**config.mk**
```make
export PLATFORM = sky130hd
export DESIGN_NAME = serial_port
export DESIGN_NICKNAME = d
export VERILOG_FILES = /design/src/rtl/serial_port_pkg.sv /design/src/rtl/serial_baud_gen.sv /design/src/rtl/serial_async_rx.sv /design/src/rtl/serial_port.sv
export SDC_FILE = /design/constraint.sdc
export NUM_CORES = 1
export LEC_CHECK = 0
export ABC_AREA = 1
export BUFFER_PORTS_ARGS = -buffer_cell sky130_fd_sc_hd__buf_2
export CAP_MARGIN = 20
export CORE_UTILIZATION = 47
export DETAILED_ROUTE_END_ITERATION = 10
export HOLD_SLACK_MARGIN = 0.15
export PLACE_DENSITY = 0.78
export SLEW_MARGIN = 20
export SYNTH_ARGS = -nofsm -noshare
export SYNTH_HDL_FRONTEND = slang
export SYNTH_SLANG_ARGS = --single-unit
```
**constraint.sdc**
```tcl
create_clock -name CORE_CLK -period 4.5 [get_ports CORE_CLK]
set_input_delay 0.45 -clock CORE_CLK [delete_from_list [all_inputs] [get_ports CORE_CLK]]
set_output_delay 0.45 -clock CORE_CLK [all_outputs]
set_load 0.05 [all_outputs]
```
**src/rtl/serial_port_pkg.sv**
```systemverilog
// Constants, types and register map of the serial I/O port.
// Assumes a single peripheral clock and an AHB-Lite register bus.
package serial_port_pkg;

  // Register byte offsets
  localparam logic [7:0] ADDR_CTRL = 8'h00;
  localparam logic [7:0] ADDR_BUF = 8'h04;
  localparam logic [7:0] ADDR_BAUD = 8'h08;
  localparam logic [7:0] ADDR_RELOAD = 8'h0C;
  localparam logic [7:0] ADDR_PWR = 8'h10;
  localparam logic [7:0] ADDR_STAT = 8'h14;
  localparam logic [7:0] ADDR_MASK = 8'h18;
  localparam logic [7:0] ADDR_SADDR = 8'h1C;
  localparam int ADDR_LSB = 0;
  localparam int ADDR_MSB = 7;

  // serial_control_reg fields
  localparam int CTL_MODE_HI = 7;
  localparam int CTL_MODE_LO = 6;
  localparam int CTL_MP_EN = 5;
  localparam int CTL_RX_EN = 4;
  localparam int CTL_TX_NINTH = 3;
  localparam int CTL_RX_NINTH = 2;
  localparam int CTL_TX_DONE = 1;
  localparam int CTL_RX_DONE = 0;

  // baud_gen_control_reg fields
  localparam int BC_RUN = 4;
  localparam int BC_T1_SEL = 2;
  localparam int BC_SPD = 1;
  localparam int BC_M0_VAR = 0;

  // power_control_reg field
  localparam int PWR_DOUBLE = 7;

  // Event bits of status and mask registers
  localparam int EV_RX_DONE = 0;
  localparam int EV_TX_DONE = 1;
  localparam int EV_FRAME_ERR = 2;
  localparam int EV_W = 3;

  // Timing
  localparam int CORE_CLK_HZ = 20_000_000;
  localparam logic [2:0] PRESCALE_LAST = 3'h5;
  localparam logic [3:0] TICK_LAST = 4'hF;
  localparam logic [3:0] TICK_SAMPLE = 4'h8;
  localparam logic [3:0] TICK_HALF_END = 4'h7;
  localparam logic [2:0] BITS_LAST = 3'h7;
  localparam logic [7:0] CNT_TOP = 8'hFF;

  localparam logic [31:0] ZERO_WORD = 32'h0000_0000;

  typedef enum logic [1:0] {MODE_SHIFT, MODE_UART8, MODE_UART9_FIX,
    MODE_UART9_VAR} mode_t;

  typedef struct packed {
    logic run;
    logic baud_speed_select;
    logic t1_sel;
    logic m0_var;
    logic dbl;
    logic [7:0] reload;
  } baud_cfg_t;

  typedef struct packed {
    logic [7:0] data;
    logic ninth;
    logic stop_ok;
  } rx_frame_t;

endpackage : serial_port_pkg

```
**src/rtl/serial_baud_gen.sv**
```systemverilog
// Baud tick source: core clock, internal 8-bit auto-reload generator or timer 1.
// Assumes t1_ovf is a one-cycle pulse synchronous to clk.
`timescale 1ns/100ps
`default_nettype none
module serial_baud_gen (
  input wire logic clk,
  input wire logic rst,
  input wire serial_port_pkg::baud_cfg_t cfg,
  input wire serial_port_pkg::mode_t mode,
  input wire logic t1_ovf,
  output logic tick
);
  import serial_port_pkg::*;

  logic [2:0] pre_r;
  logic [7:0] cnt_r;
  logic half_r;
  logic step;
  logic gen_ovf;
  logic src;

  assign step = cfg.baud_speed_select | (pre_r == PRESCALE_LAST);
  assign gen_ovf = cfg.run & step & (cnt_r == CNT_TOP);

  always_ff @(posedge clk) begin
    if (rst || !cfg.run || cfg.baud_speed_select) begin
      pre_r <= '0;
    end else begin
      pre_r <= (pre_r == PRESCALE_LAST) ? '0 : pre_r + 3'h1;
    end
  end

  always_ff @(posedge clk) begin
    if (rst) begin
      cnt_r <= '0;
    end else if (cfg.run && step) begin
      cnt_r <= (cnt_r == CNT_TOP) ? cfg.reload : cnt_r + 8'h01;
    end
  end

  always_comb begin
    case (mode)
      MODE_SHIFT: src = cfg.m0_var ? gen_ovf : 1'b1;
      MODE_UART8, MODE_UART9_VAR: src = cfg.t1_sel ? t1_ovf : gen_ovf;
      MODE_UART9_FIX: src = 1'b1;
      default: src = 1'b0;
    endcase
  end

  always_ff @(posedge clk) begin
    if (rst) begin
      half_r <= 1'b0;
    end else if (src) begin
      half_r <= ~half_r;
    end
  end

  assign tick = src & (cfg.dbl | half_r);

endmodule : serial_baud_gen
`default_nettype wire

```
**src/rtl/serial_async_rx.sv**
```systemverilog
// Asynchronous receiver with 16 ticks per bit, mid-bit sampling.
// Assumes rxd is synchronous to clk and tick is a one-cycle pulse.
`timescale 1ns/100ps
`default_nettype none
module serial_async_rx (
  input wire logic clk,
  input wire logic rst,
  input wire logic enable,
  input wire logic nine,
  input wire logic tick,
  input wire logic rxd,
  output logic done,
  output serial_port_pkg::rx_frame_t frame
);
  import serial_port_pkg::*;

  typedef enum {RX_IDLE, RX_START, RX_BITS, RX_STOP} rx_state_t;
  rx_state_t st_r;
  logic [3:0] tk_r;
  logic [3:0] bit_r;
  logic [8:0] sh_r;
  logic [3:0] nbits;

  assign nbits = nine ? 4'h8 : 4'h7;

  always_ff @(posedge clk) begin
    if (rst) begin
      st_r <= RX_IDLE;
      tk_r <= '0;
      bit_r <= '0;
      sh_r <= '0;
      done <= 1'b0;
      frame <= '0;
    end else begin
      done <= 1'b0;
      case (st_r)
        RX_IDLE: begin
          tk_r <= '0;
          if (enable && !rxd) begin
            st_r <= RX_START;
          end
        end
        RX_START: begin
          if (tick) begin
            tk_r <= tk_r + 4'h1;
            if (tk_r == TICK_SAMPLE && rxd) begin
              st_r <= RX_IDLE;
            end else if (tk_r == TICK_LAST) begin
              st_r <= RX_BITS;
              bit_r <= '0;
            end
          end
        end
        RX_BITS: begin
          if (tick) begin
            tk_r <= tk_r + 4'h1;
            if (tk_r == TICK_SAMPLE) begin
              sh_r <= {rxd, sh_r[8:1]};
            end
            if (tk_r == TICK_LAST) begin
              bit_r <= bit_r + 4'h1;
              if (bit_r == nbits) begin
                st_r <= RX_STOP;
              end
            end
          end
        end
        RX_STOP: begin
          if (tick) begin
            tk_r <= tk_r + 4'h1;
            if (tk_r == TICK_SAMPLE) begin
              frame.data <= nine ? sh_r[7:0] : sh_r[8:1];
              frame.ninth <= nine ? sh_r[8] : rxd;
              frame.stop_ok <= rxd;
              done <= 1'b1;
              st_r <= RX_IDLE;
            end
          end
        end
        default: st_r <= RX_IDLE;
      endcase
    end
  end

endmodule : serial_async_rx
`default_nettype wire

```
**src/rtl/serial_port.sv**
```systemverilog
// Serial I/O port: shift-register mode and three UART modes, AHB-Lite.
// Assumes one peripheral clock; timer 1 overflow arrives as a pulse.
// Notes on behaviour
// - Mode field 00 shift register, 01 8-bit UART, 10/11 9-bit UART.
// - Mode 0 is the only synchronous mode, receive and transmit.
// - Modes 1 to 3 are asynchronous and full duplex.
// - Asynchronous modes flag framing errors; modes 2 and 3 filter by own address.
// - Timer 1 overflow may drive the baud clock in modes 1 and 3 only.
// - Internal generator serves modes 0, 1 and 3; mode 2 is fixed.
// - Timer 1 baud clock comes from its 8-bit auto-reload overflows.
// - The doubling bit doubles the rate from either source.
// - Internal generator is 8-bit auto-reload, clock or clock/6.
// - Internal generator counts only while its run bit is set.
// - Mode 0 gives eight clocks on TXD, one byte on RXD, LSB first.
// - Buffer write starts mode 0 send; then RXD high, done flag set.
// - Mode 1 frame: start, eight data, stop; stop kept as ninth bit.
// - Modes 2, 3 add a programmable ninth bit sent and stored.
//
// The AHB-Lite register port and the placing of the registers are this design's own decisions.
`timescale 1ns/100ps
`default_nettype none
module serial_port (
  input wire logic CORE_CLK,
  input wire logic RST,
  input wire logic HSEL,
  input wire logic [31:0] HADDR,
  input wire logic [1:0] HTRANS,
  input wire logic HWRITE,
  input wire logic [2:0] HSIZE,
  input wire logic [31:0] HWDATA,
  input wire logic HREADY,
  output logic [31:0] HRDATA,
  output logic HREADYOUT,
  output logic HRESP,
  input wire logic T1_OVF,
  output logic TXD,
  input wire logic RXD_I,
  output logic RXD_O,
  output logic RXD_OE,
  output logic IRQ
);
  import serial_port_pkg::*;

  typedef enum {TX_IDLE, TX_START, TX_DATA, TX_NINTH, TX_STOP} tx_state_t;

  function automatic mode_t decode_mode(input logic hi, input logic lo);
    case ({hi, lo})
      2'b00: decode_mode = MODE_SHIFT;
      2'b01: decode_mode = MODE_UART8;
      2'b10: decode_mode = MODE_UART9_FIX;
      default: decode_mode = MODE_UART9_VAR;
    endcase
  endfunction : decode_mode

  function automatic logic has_ninth(input mode_t m);
    has_ninth = (m == MODE_UART9_FIX) || (m == MODE_UART9_VAR);
  endfunction : has_ninth

  // Registers
  logic [7:0] ctrl_r;
  logic [7:0] baud_ctl_r;
  logic [7:0] reload_r;
  logic [7:0] pwr_r;
  logic [7:0] rx_buf_r;
  logic [EV_W-1:0] stat_r;
  logic [EV_W-1:0] mask_r;
  logic [15:0] saddr_r;
  logic rx_ninth_r;

  // Bus
  logic wr_pend_r;
  logic [7:0] wr_addr_r;
  logic [31:0] rdata_r;
  logic addr_ok;
  logic wr_ctrl;
  logic wr_buf;

  // Shift engine
  tx_state_t st_r;
  logic [3:0] tk_r;
  logic [2:0] bit_r;
  logic [7:0] sh_r;
  logic ninth_r;
  logic m0_rx_r;
  logic txd_r;
  logic rxd_o_r;
  logic tx_done_ev;
  logic m0_rx_ev;

  // Async receive
  logic tick;
  logic arx_done;
  rx_frame_t arx_frame;
  logic accept;
  logic addr_hit;
  logic [EV_W-1:0] ev_set;
  logic [EV_W-1:0] ev_clr;

  mode_t mode;
  baud_cfg_t cfg;

  assign mode = decode_mode(ctrl_r[CTL_MODE_HI], ctrl_r[CTL_MODE_LO]);

  assign cfg.run = baud_ctl_r[BC_RUN];
  assign cfg.baud_speed_select = baud_ctl_r[BC_SPD];
  assign cfg.t1_sel = baud_ctl_r[BC_T1_SEL];
  assign cfg.m0_var = baud_ctl_r[BC_M0_VAR];
  assign cfg.dbl = pwr_r[PWR_DOUBLE];
  assign cfg.reload = reload_r;

  serial_baud_gen u_baud (
    .clk(CORE_CLK),
    .rst(RST),
    .cfg(cfg),
    .mode(mode),
    .t1_ovf(T1_OVF),
    .tick(tick)
  );

  serial_async_rx u_rx (
    .clk(CORE_CLK),
    .rst(RST),
    .enable(ctrl_r[CTL_RX_EN] && mode != MODE_SHIFT),
    .nine(has_ninth(mode)),
    .tick(tick),
    .rxd(RXD_I),
    .done(arx_done),
    .frame(arx_frame)
  );

  // AHB-Lite slave: zero wait states, always OKAY
  assign HREADYOUT = 1'b1;
  assign HRESP = 1'b0;
  assign HRDATA = rdata_r;

  assign addr_ok = HSEL && HTRANS[1] && HREADY;
  assign wr_ctrl = wr_pend_r && (wr_addr_r == ADDR_CTRL);
  assign wr_buf = wr_pend_r && (wr_addr_r == ADDR_BUF);

  always_ff @(posedge CORE_CLK) begin
    if (RST) begin
      wr_pend_r <= 1'b0;
      wr_addr_r <= '0;
    end else begin
      wr_pend_r <= addr_ok && HWRITE;
      wr_addr_r <= HADDR[ADDR_MSB:ADDR_LSB];
    end
  end

  always_ff @(posedge CORE_CLK) begin
    if (RST) begin
      rdata_r <= ZERO_WORD;
    end else if (addr_ok && !HWRITE) begin
      rdata_r <= ZERO_WORD;
      case (HADDR[ADDR_MSB:ADDR_LSB])
        ADDR_CTRL: begin
          rdata_r[7:0] <= {ctrl_r[7:3], rx_ninth_r,
            stat_r[EV_TX_DONE], stat_r[EV_RX_DONE]};
        end
        ADDR_BUF: rdata_r[7:0] <= rx_buf_r;
        ADDR_BAUD: rdata_r[7:0] <= baud_ctl_r;
        ADDR_RELOAD: rdata_r[7:0] <= reload_r;
        ADDR_PWR: rdata_r[7:0] <= pwr_r;
        ADDR_STAT: rdata_r[EV_W-1:0] <= stat_r;
        ADDR_MASK: rdata_r[EV_W-1:0] <= mask_r;
        ADDR_SADDR: rdata_r[15:0] <= saddr_r;
        default: rdata_r <= ZERO_WORD;
      endcase
    end
  end

  // Writable configuration
  always_ff @(posedge CORE_CLK) begin
    if (RST) begin
      ctrl_r <= '0;
      baud_ctl_r <= '0;
      reload_r <= '0;
      pwr_r <= '0;
      mask_r <= '0;
      saddr_r <= '0;
    end else if (wr_pend_r) begin
      case (wr_addr_r)
        ADDR_CTRL: ctrl_r <= {HWDATA[7:3], 3'b000};
        ADDR_BAUD: baud_ctl_r <= HWDATA[7:0];
        ADDR_RELOAD: reload_r <= HWDATA[7:0];
        ADDR_PWR: pwr_r <= HWDATA[7:0];
        ADDR_MASK: mask_r <= HWDATA[EV_W-1:0];
        ADDR_SADDR: saddr_r <= HWDATA[15:0];
        default: ;
      endcase
    end
  end

  // Address filter for multiprocessor reception
  assign addr_hit = ((arx_frame.data ^ saddr_r[7:0]) & saddr_r[15:8]) ==
    8'h00;

  always_comb begin
    accept = arx_done && arx_frame.stop_ok && !stat_r[EV_RX_DONE];
    if (ctrl_r[CTL_MP_EN] && has_ninth(mode)) begin
      accept = accept && arx_frame.ninth && addr_hit;
    end
  end

  // Received data and ninth bit
  always_ff @(posedge CORE_CLK) begin
    if (RST) begin
      rx_buf_r <= '0;
      rx_ninth_r <= 1'b0;
    end else if (accept) begin
      rx_buf_r <= arx_frame.data;
      rx_ninth_r <= arx_frame.ninth;
    end else if (m0_rx_ev) begin
      rx_buf_r <= {RXD_I, sh_r[7:1]};
    end
  end

  // Shift engine: mode 0 both directions, async transmit
  always_ff @(posedge CORE_CLK) begin
    if (RST) begin
      st_r <= TX_IDLE;
      tk_r <= '0;
      bit_r <= '0;
      sh_r <= '0;
      ninth_r <= 1'b0;
      m0_rx_r <= 1'b0;
      txd_r <= 1'b1;
      rxd_o_r <= 1'b1;
    end else begin
      case (st_r)
        TX_IDLE: begin
          tk_r <= '0;
          bit_r <= '0;
          txd_r <= 1'b1;
          rxd_o_r <= 1'b1;
          if (wr_buf) begin
            sh_r <= HWDATA[7:0];
            ninth_r <= ctrl_r[CTL_TX_NINTH];
            m0_rx_r <= 1'b0;
            st_r <= (mode == MODE_SHIFT) ? TX_DATA : TX_START;
            if (mode == MODE_SHIFT) begin
              rxd_o_r <= HWDATA[0];
            end else begin
              tk_r <= TICK_LAST;
            end
          end else if (wr_ctrl && !HWDATA[CTL_MODE_HI] &&
            !HWDATA[CTL_MODE_LO] && HWDATA[CTL_RX_EN]) begin
            m0_rx_r <= 1'b1;
            st_r <= TX_DATA;
          end
        end
        TX_START: begin
          if (tick) begin
            tk_r <= tk_r + 4'h1;
            if (tk_r == TICK_LAST && txd_r) begin
              txd_r <= 1'b0;
            end else if (tk_r == TICK_LAST) begin
              st_r <= TX_DATA;
              txd_r <= sh_r[0];
            end
          end
        end
        TX_DATA: begin
          if (tick) begin
            tk_r <= tk_r + 4'h1;
            if (mode == MODE_SHIFT && tk_r == TICK_HALF_END) begin
              txd_r <= 1'b0;
            end
            if (tk_r == TICK_LAST) begin
              bit_r <= bit_r + 3'h1;
              if (m0_rx_r) begin
                sh_r <= {RXD_I, sh_r[7:1]};
              end else begin
                sh_r <= {1'b0, sh_r[7:1]};
              end
              if (mode == MODE_SHIFT) begin
                txd_r <= 1'b1;
                rxd_o_r <= (bit_r == BITS_LAST) ? 1'b1 : sh_r[1];
              end else begin
                txd_r <= sh_r[1];
              end
              if (bit_r == BITS_LAST) begin
                if (mode == MODE_SHIFT) begin
                  st_r <= TX_IDLE;
                end else if (has_ninth(mode)) begin
                  st_r <= TX_NINTH;
                  txd_r <= ninth_r;
                end else begin
                  st_r <= TX_STOP;
                  txd_r <= 1'b1;
                end
              end
            end
          end
        end
        TX_NINTH: begin
          if (tick) begin
            tk_r <= tk_r + 4'h1;
            if (tk_r == TICK_LAST) begin
              st_r <= TX_STOP;
              txd_r <= 1'b1;
            end
          end
        end
        TX_STOP: begin
          if (tick) begin
            tk_r <= tk_r + 4'h1;
            if (tk_r == TICK_LAST) begin
              st_r <= TX_IDLE;
            end
          end
        end
        default: st_r <= TX_IDLE;
      endcase
    end
  end

  assign tx_done_ev = tick && tk_r == TICK_LAST && !m0_rx_r &&
    ((st_r == TX_STOP) ||
     (st_r == TX_DATA && mode == MODE_SHIFT && bit_r == BITS_LAST));
  assign m0_rx_ev = tick && tk_r == TICK_LAST && m0_rx_r &&
    st_r == TX_DATA && bit_r == BITS_LAST;

  // Pins
  assign TXD = txd_r;
  assign RXD_O = rxd_o_r;
  assign RXD_OE = (mode == MODE_SHIFT) && !m0_rx_r;

  // Sticky events: a set in the same cycle as a clear wins
  assign ev_set[EV_RX_DONE] = accept || m0_rx_ev;
  assign ev_set[EV_TX_DONE] = tx_done_ev;
  assign ev_set[EV_FRAME_ERR] = arx_done && !arx_frame.stop_ok;

  always_comb begin
    ev_clr = '0;
    if (wr_pend_r && wr_addr_r == ADDR_STAT) begin
      ev_clr = HWDATA[EV_W-1:0];
    end
    if (wr_ctrl && HWDATA[CTL_RX_EN] && !HWDATA[CTL_MODE_HI] &&
      !HWDATA[CTL_MODE_LO]) begin
      ev_clr[EV_RX_DONE] = 1'b1;
    end
  end

  genvar g;
  generate
    for (g = 0; g < EV_W; g++) begin : g_ev
      always_ff @(posedge CORE_CLK) begin
        if (RST) begin
          stat_r[g] <= 1'b0;
        end else if (ev_set[g]) begin
          stat_r[g] <= 1'b1;
        end else if (ev_clr[g]) begin
          stat_r[g] <= 1'b0;
        end
      end
    end
  endgenerate

  assign IRQ = |(stat_r & mask_r);

endmodule : serial_port
`default_nettype wire

```
==> impl_metrics.tcl, run 1 <==
set metrics [dict create \
    status "complete, but fails checks" \
    violations "design-rule violations" \
    grt-busiest-layer "met2" \
    ys_ff_latch 149 \
    layout_commonest_cell "nand2_1" \
    first_global_vias 6306 \
    clock_skew_ps 8.91 \
    die_h_um 126 \
    syn_area_mm2 0.00718 \
    cts.sink_count 149 \
    synth_edf_count 0 \
    antenna_found_initial 0 \
    drv_slew 0 \
    antennaDiodeCount 0 \
    grt_overflow 0 \
    clock_power_share_pct 41.6 \
    critPathBufInv 0 \
    root_buffer "clkbuf_16" \
    placed_cell_area_mm2 0.00748 \
    cts_setup_buffers 0 \
    crit_end "u_rx.frame[8]" \
    maxCapViolations 0 \
    comb_power_share_pct 14.8 \
    fin_util_pct 54.8 \
    cts-buffers-inserted 17 \
    viasPerCell 5.44 \
    core_mm2 0.0147 \
    gp_congestion 0.932 \
    drc 7 \
    final_cell_mix "185 x nand2_1, 149 x dfxtp_1, 124 x o21ai_0, 121 x nor2_1, 119 x a21oi_1" \
    start_kind "register" \
    use_met2_pct 39.4 \
    cp_slowest_cell "nor3_4" \
    ir_drop_mv 0.257 \
    power_density_mw_per_mm2 408 \
    r2r_slack_ps 2210 \
    rsz0062_at_grt "no" \
    hpwl_um 12600 \
    setup_tns_ps 0 \
    drtIter0Drc 626 \
    htree_num_levels 4 \
    clock_path_buffers 2 \
    cts_hold_buf 0 \
    hold_violations 0 \
    switching_share_pct 28.4 \
    worst_slack_ps 2210 \
    clkTransAtPathRegs_ps 60 \
    grt_max_degree 72 \
    hold_class "input pin to register" \
    worst_pin_slew_ps 925 \
    nets 1152 \
    netlist_instances 1026 \
    hold_slack_ps 238 \
    drt_wl_total_um 18100 \
    max_stage_delay_ps 530 \
    vias 6870 \
    cp.required_ps 4860 \
    ctsResizeCount 0 \
    synth_xor_area_share_pct 0.854 \
    yosysUniqueCellTypes 46 \
    synth_compound_area_share_pct 19.8 \
    place_ws_ps 2050 \
    drive_above_1_share_pct 10.1 \
    r2r_cells 9 \
    critical_path_arrival_ps 2650 \
    grt_pass1_wl_um 29800 \
    cp_num_cells 9 \
    dieArea_mm2 0.0158 \
    dieWidth_um 126 \
    synth_mux_area_share_pct 1.12 \
    cts_tree "done" \
    ys.flop_type "dfxtp_1" \
    use_met3_pct 4.84 \
    use_met1_pct 30.0 \
    slew_headroom_pct 38.1 \
    area_growth_pct 12.1 \
    post-route-period-util_pct 51.0 \
    fillerInstances 1404 \
    insertion_delay_ps 430 \
    path_max_fanout 17 \
    power.share.sequential_pct 43.6 \
    ys_seq_area_share_pct 41.5 \
    cp_top_family "simple AND/OR/NAND/NOR gates" \
    avgSynthCellArea_um2 7.00 \
    post_drt_wl_per_cell_um 14.4 \
    synth_fa_ha_area_share_pct 1.57 \
    row_count 44 \
    cp-end-kind "register" \
    p_int_uw 2350 \
    synthArstFlopShare_pct 0 \
    fin_crit_ps 2290 \
    rr_startpoint "u_baud.cnt_r[0]" \
    critical_path_class "register to register" \
    synth.yosys.warnings 0 \
    ioPinCount 114 \
    port_buffers 51 \
    dr.pass1.iters 8 \
    ant_nets 0 \
    setup_viol 0 \
    hold_depth 3 \
    synth_top_family_by_area "simple AND/OR/NAND/NOR gates" \
    power.net_switching_uw 935 \
    design_area_mm2 0.00805 \
    start_util_pct 48.9 \
    power.leakage_uw 0.00347 \
    timing.rr.end "u_rx.frame[8]" \
    cp_cell_sequence "ha_1, nand2_2, nor2_4, nand2_4, o21ai_4, nand3_2, nor3_4, o21ai_0, a21oi_1" \
    critPathLaunch "u_baud.cnt_r[0]" \
    grt.total_usage_pct 23.9 \
    fmax_mhz 436 \
    synth-simple-area-share_pct 25.2 \
]
## cell families (layout without fill, tap and decap cells)
| kind of cell | Yosys count | after routing |
|---|---|---|
| and+or+nand+nor | 419 | 419 |
| AOI/OAI and AO/OA | 270 | 270 |
| buffers and inverters | 162 | 198 |
| DFF | 149 | 149 |
| adders and majority gates | 9 | 9 |
| muxes | 8 | 8 |
| xor gates and xnor gates | 7 | 7 |
| other | 2 | 18 |
## worst min-delay path, cell delays in order
cell	delay, ps
buf_2	80
inv_1	40
nor2_1	60
## area by class of cell
type,count,area (um^2),share of cell area [%]
multi-input combinational,731,3560,44.2
sequential,149,2980,37.1
clock buffer,20,457,5.67
inverter,112,422,5.24
timing repair buffer,56,293,3.64
tap,184,230,2.86
clock inverter,10,108,1.34
## stage by stage
stage               power (uW)  instances
global placement          1930       1232
detailed placement        1940       1232
floorplan                 1840       1042
CTS                       3300       1262
global route              3440       1262
finish                    3290       1262
## power by group through the flow
stage	Clock, uW	Sequential (uW)	Combinational (uW)
2_1_floorplan	0	1480	366
3_3_place_gp	0	1460	475
3_5_place_dp	0	1460	482
4_1_cts	1380	1430	485
5_1_grt	1450	1440	550
6_report	1370	1430	488
## worst min-delay path by stage
stage                                from              end  slack (ps)
after CTS                        HADDR[7]     wr_addr_r[7]         230
after global routing            HWDATA[9]       saddr_r[9]         250
after floorplan           u_baud.pre_r[0]  u_baud.pre_r[0]         420
after global placement    u_baud.pre_r[0]  u_baud.pre_r[0]         430
final                            HADDR[7]     wr_addr_r[7]         240
after detailed placement  u_baud.pre_r[0]  u_baud.pre_r[0]         450
## sequential cells by signal (all words and copies together), names as in the netlist, 3 cells and up
| register | count |
|---|---|
| u_baud.pre_r | 3 |
| u_rx.bit_r | 4 |
| ctrl_r | 5 |
| rx_buf_r | 8 |
| reload_r | 8 |
| u_rx.frame | 10 |
| pwr_r | 8 |
| baud_ctl_r | 8 |
| saddr_r | 16 |
| stat_r | 3 |
| HRDATA | 16 |
| u_rx.tk_r | 4 |
| wr_addr_r | 8 |
| tk_r | 4 |
| bit_r | 3 |
| st_r | 3 |
| sh_r | 8 |
| u_rx.sh_r | 9 |
| mask_r | 3 |
| u_baud.cnt_r | 8 |
## Yosys cell counts, types with 4 or more instances
master,n,share of area [%]
xor2_1,4,0.49
clkbuf_1,22,1.2
mux2i_1,8,1.1
nand3_1,68,4.7
a21oi_1,119,8.3
inv_1,106,5.5
buf_2,5,0.35
inv_2,4,0.21
o21ai_0,124,8.6
dfxtp_1,149,42
nand4_1,11,0.96
nor2_1,121,6.3
nor3_1,12,0.84
buf_4,19,2.0
nand2_1,185,9.7
nand2_2,5,0.44
o22ai_1,5,0.44
ha_1,9,1.6
## per-layer routing
layer,vias to the layer above,share of wire [%]
met2,252,47
met4,0,2.8
met3,46,6.4
met5,-,0
met1,3129,44
li1,3443,-
Power figures use the tool's default switching activity.
==> run 2, diff against run 1 <==
- clock period: 4.5 -> 2.4 ns (I/O delays scaled with it)
==> impl_metrics.tcl, run 2 (synthesis gave the netlist of run 1 again) <==
set metrics [dict create \
    placed_cell_area_mm2 0.00761 \
    status "complete, but fails checks" \
    setup_tns_ps 0 \
    die_h_um 126 \
    root_buffer "clkbuf_16" \
    first_global_vias 6536 \
    port_buffers 51 \
    grt_overflow 0 \
    drt_wl_total_um 19100 \
    setup_viol 0 \
    hpwl_um 12900 \
    post-route-period-util_pct 91.1 \
    design_area_mm2 0.00847 \
    insertion_delay_ps 430 \
    cp-end-kind "register" \
    grt.total_usage_pct 25.1 \
    hold_violations 0 \
    cts.sink_count 149 \
    drtIter0Drc 765 \
    maxCapViolations 0 \
    clock_path_buffers 2 \
    gp_congestion 0.960 \
    fin_cells 1300 \
    area_growth_pct 17.9 \
    viasPerCell 5.43 \
    post_drt_wl_per_cell_um 14.7 \
    grt_pass1_wl_um 31600 \
    htree_num_levels 4 \
    layout_commonest_cell "nand2_1" \
    antennaDiodeCount 0 \
    critical_path_class "register to register" \
    start_kind "register" \
    ioPinCount 114 \
    cts-buffers-inserted 17 \
    ant_nets 0 \
    cp.required_ps 2760 \
    clock_skew_ps 8.81 \
    violations "design-rule violations" \
    fmax_mhz 457 \
    drc 7 \
    fin_crit_ps 2190 \
    placed_cells 1247 \
    rsz0062_at_grt "no" \
    p_total_uw 6580 \
    drv_slew 0 \
    slew_headroom_pct 62.2 \
    ctsResizeCount 0 \
    vias 7065 \
    final_cell_mix "185 x nand2_1, 149 x dfxtp_1, 124 x o21ai_0, 121 x nor2_1, 119 x a21oi_1" \
    core_mm2 0.0147 \
    row_count 44 \
    critical_path_arrival_ps 2550 \
    clkTransAtPathRegs_ps 60 \
    cts_tree "done" \
    worst_pin_slew_ps 565 \
    dieArea_mm2 0.0158 \
    power.leakage_uw 0.00369 \
    fillerInstances 1350 \
    drive_above_1_share_pct 11.0 \
    grt_max_degree 61 \
    ir_drop_mv 0.563 \
    dr.pass1.iters 8 \
    hold_class "input pin to register" \
    dieWidth_um 126 \
    antenna_found_initial 0 \
    start_util_pct 48.9 \
    nets 1189 \
    path_max_fanout 9 \
    power_density_mw_per_mm2 777 \
]
run 2: changes by cell type in the layout (fill, tap and decap cells not counted):
cell	delta
clkbuf_1	+2
buf_12	+1
buf_4	+14
dlygate4sd3_1	+22
clkinvlp_4	-1
inv_2	+1
bufinv_16	+3
clkinv_2	-4
run 2: what timing repair did:
action / in CTS / in global routing
hold endpoints to repair: 20 / 0
buffers inserted: 0 / 0
hold buffers: 22 / 0
run 2: final timing paths:
| check | from | end | slack, ps | cells after the start |
|---|---|---|---|---|
| max | wr_addr_r[5] | m0_rx_r | 210 | 8 |
| max reg2reg | wr_addr_r[5] | m0_rx_r | 210 | 8 |
| min | RXD_I | u_rx.frame[0] | 190 | 3 |
| min reg2reg | u_baud.pre_r[0] | u_baud.pre_r[0] | 450 | 1 |
run 2: power by group:
part	internal, uW	switching (uW)	leakage, uW
clock	1890	1030	0.000306
sequential	2590	98.3	0.00121
combinational	297	680	0.00217
run 2: through the flow:
stage,hold WS [ps],setup slack (ps),utilization [%]
4_1_cts,184,229,57.6
2_1_floorplan,330,574,-
5_1_grt,197,21.5,57.6
3_3_place_gp,433,310,51.8
3_5_place_dp,442,256,51.8
6_report,192,214,57.6
run 2: layer usage:
metal / track usage, % / part of all wire [%] / vias to the layer above
met3: 3.72 / 5.4 / 39
met2: 43.0 / 49 / 273
met5: 0 / 0 / -
li1: - / - / 3517
met4: 9.54 / 2.3 / 0
met1: 31.9 / 44 / 3236
run 2: critical path, cell delays in order, from the launching register on:
cell and delay [ps]:
dfxtp_1 310, nor2_1 110, nand4_1 230, nor2_2 360, nand2_1 140, nor3_1 230
dlygate4sd3_1 590, nand2_1 50, a21oi_1 110
run 2: final cells by class:
cell class                      count  area, um^2  share of cell area (%)
Clock buffer                       22         464                    5.48
Clock inverter                      9         175                    2.07
Inverter                          112         420                    4.96
Multi-Input combinational cell    731        3560                    42.0
Sequential cell                   149        2980                    35.2
Tap cell                          184         230                    2.72
Timing Repair Buffer               93         638                    7.54
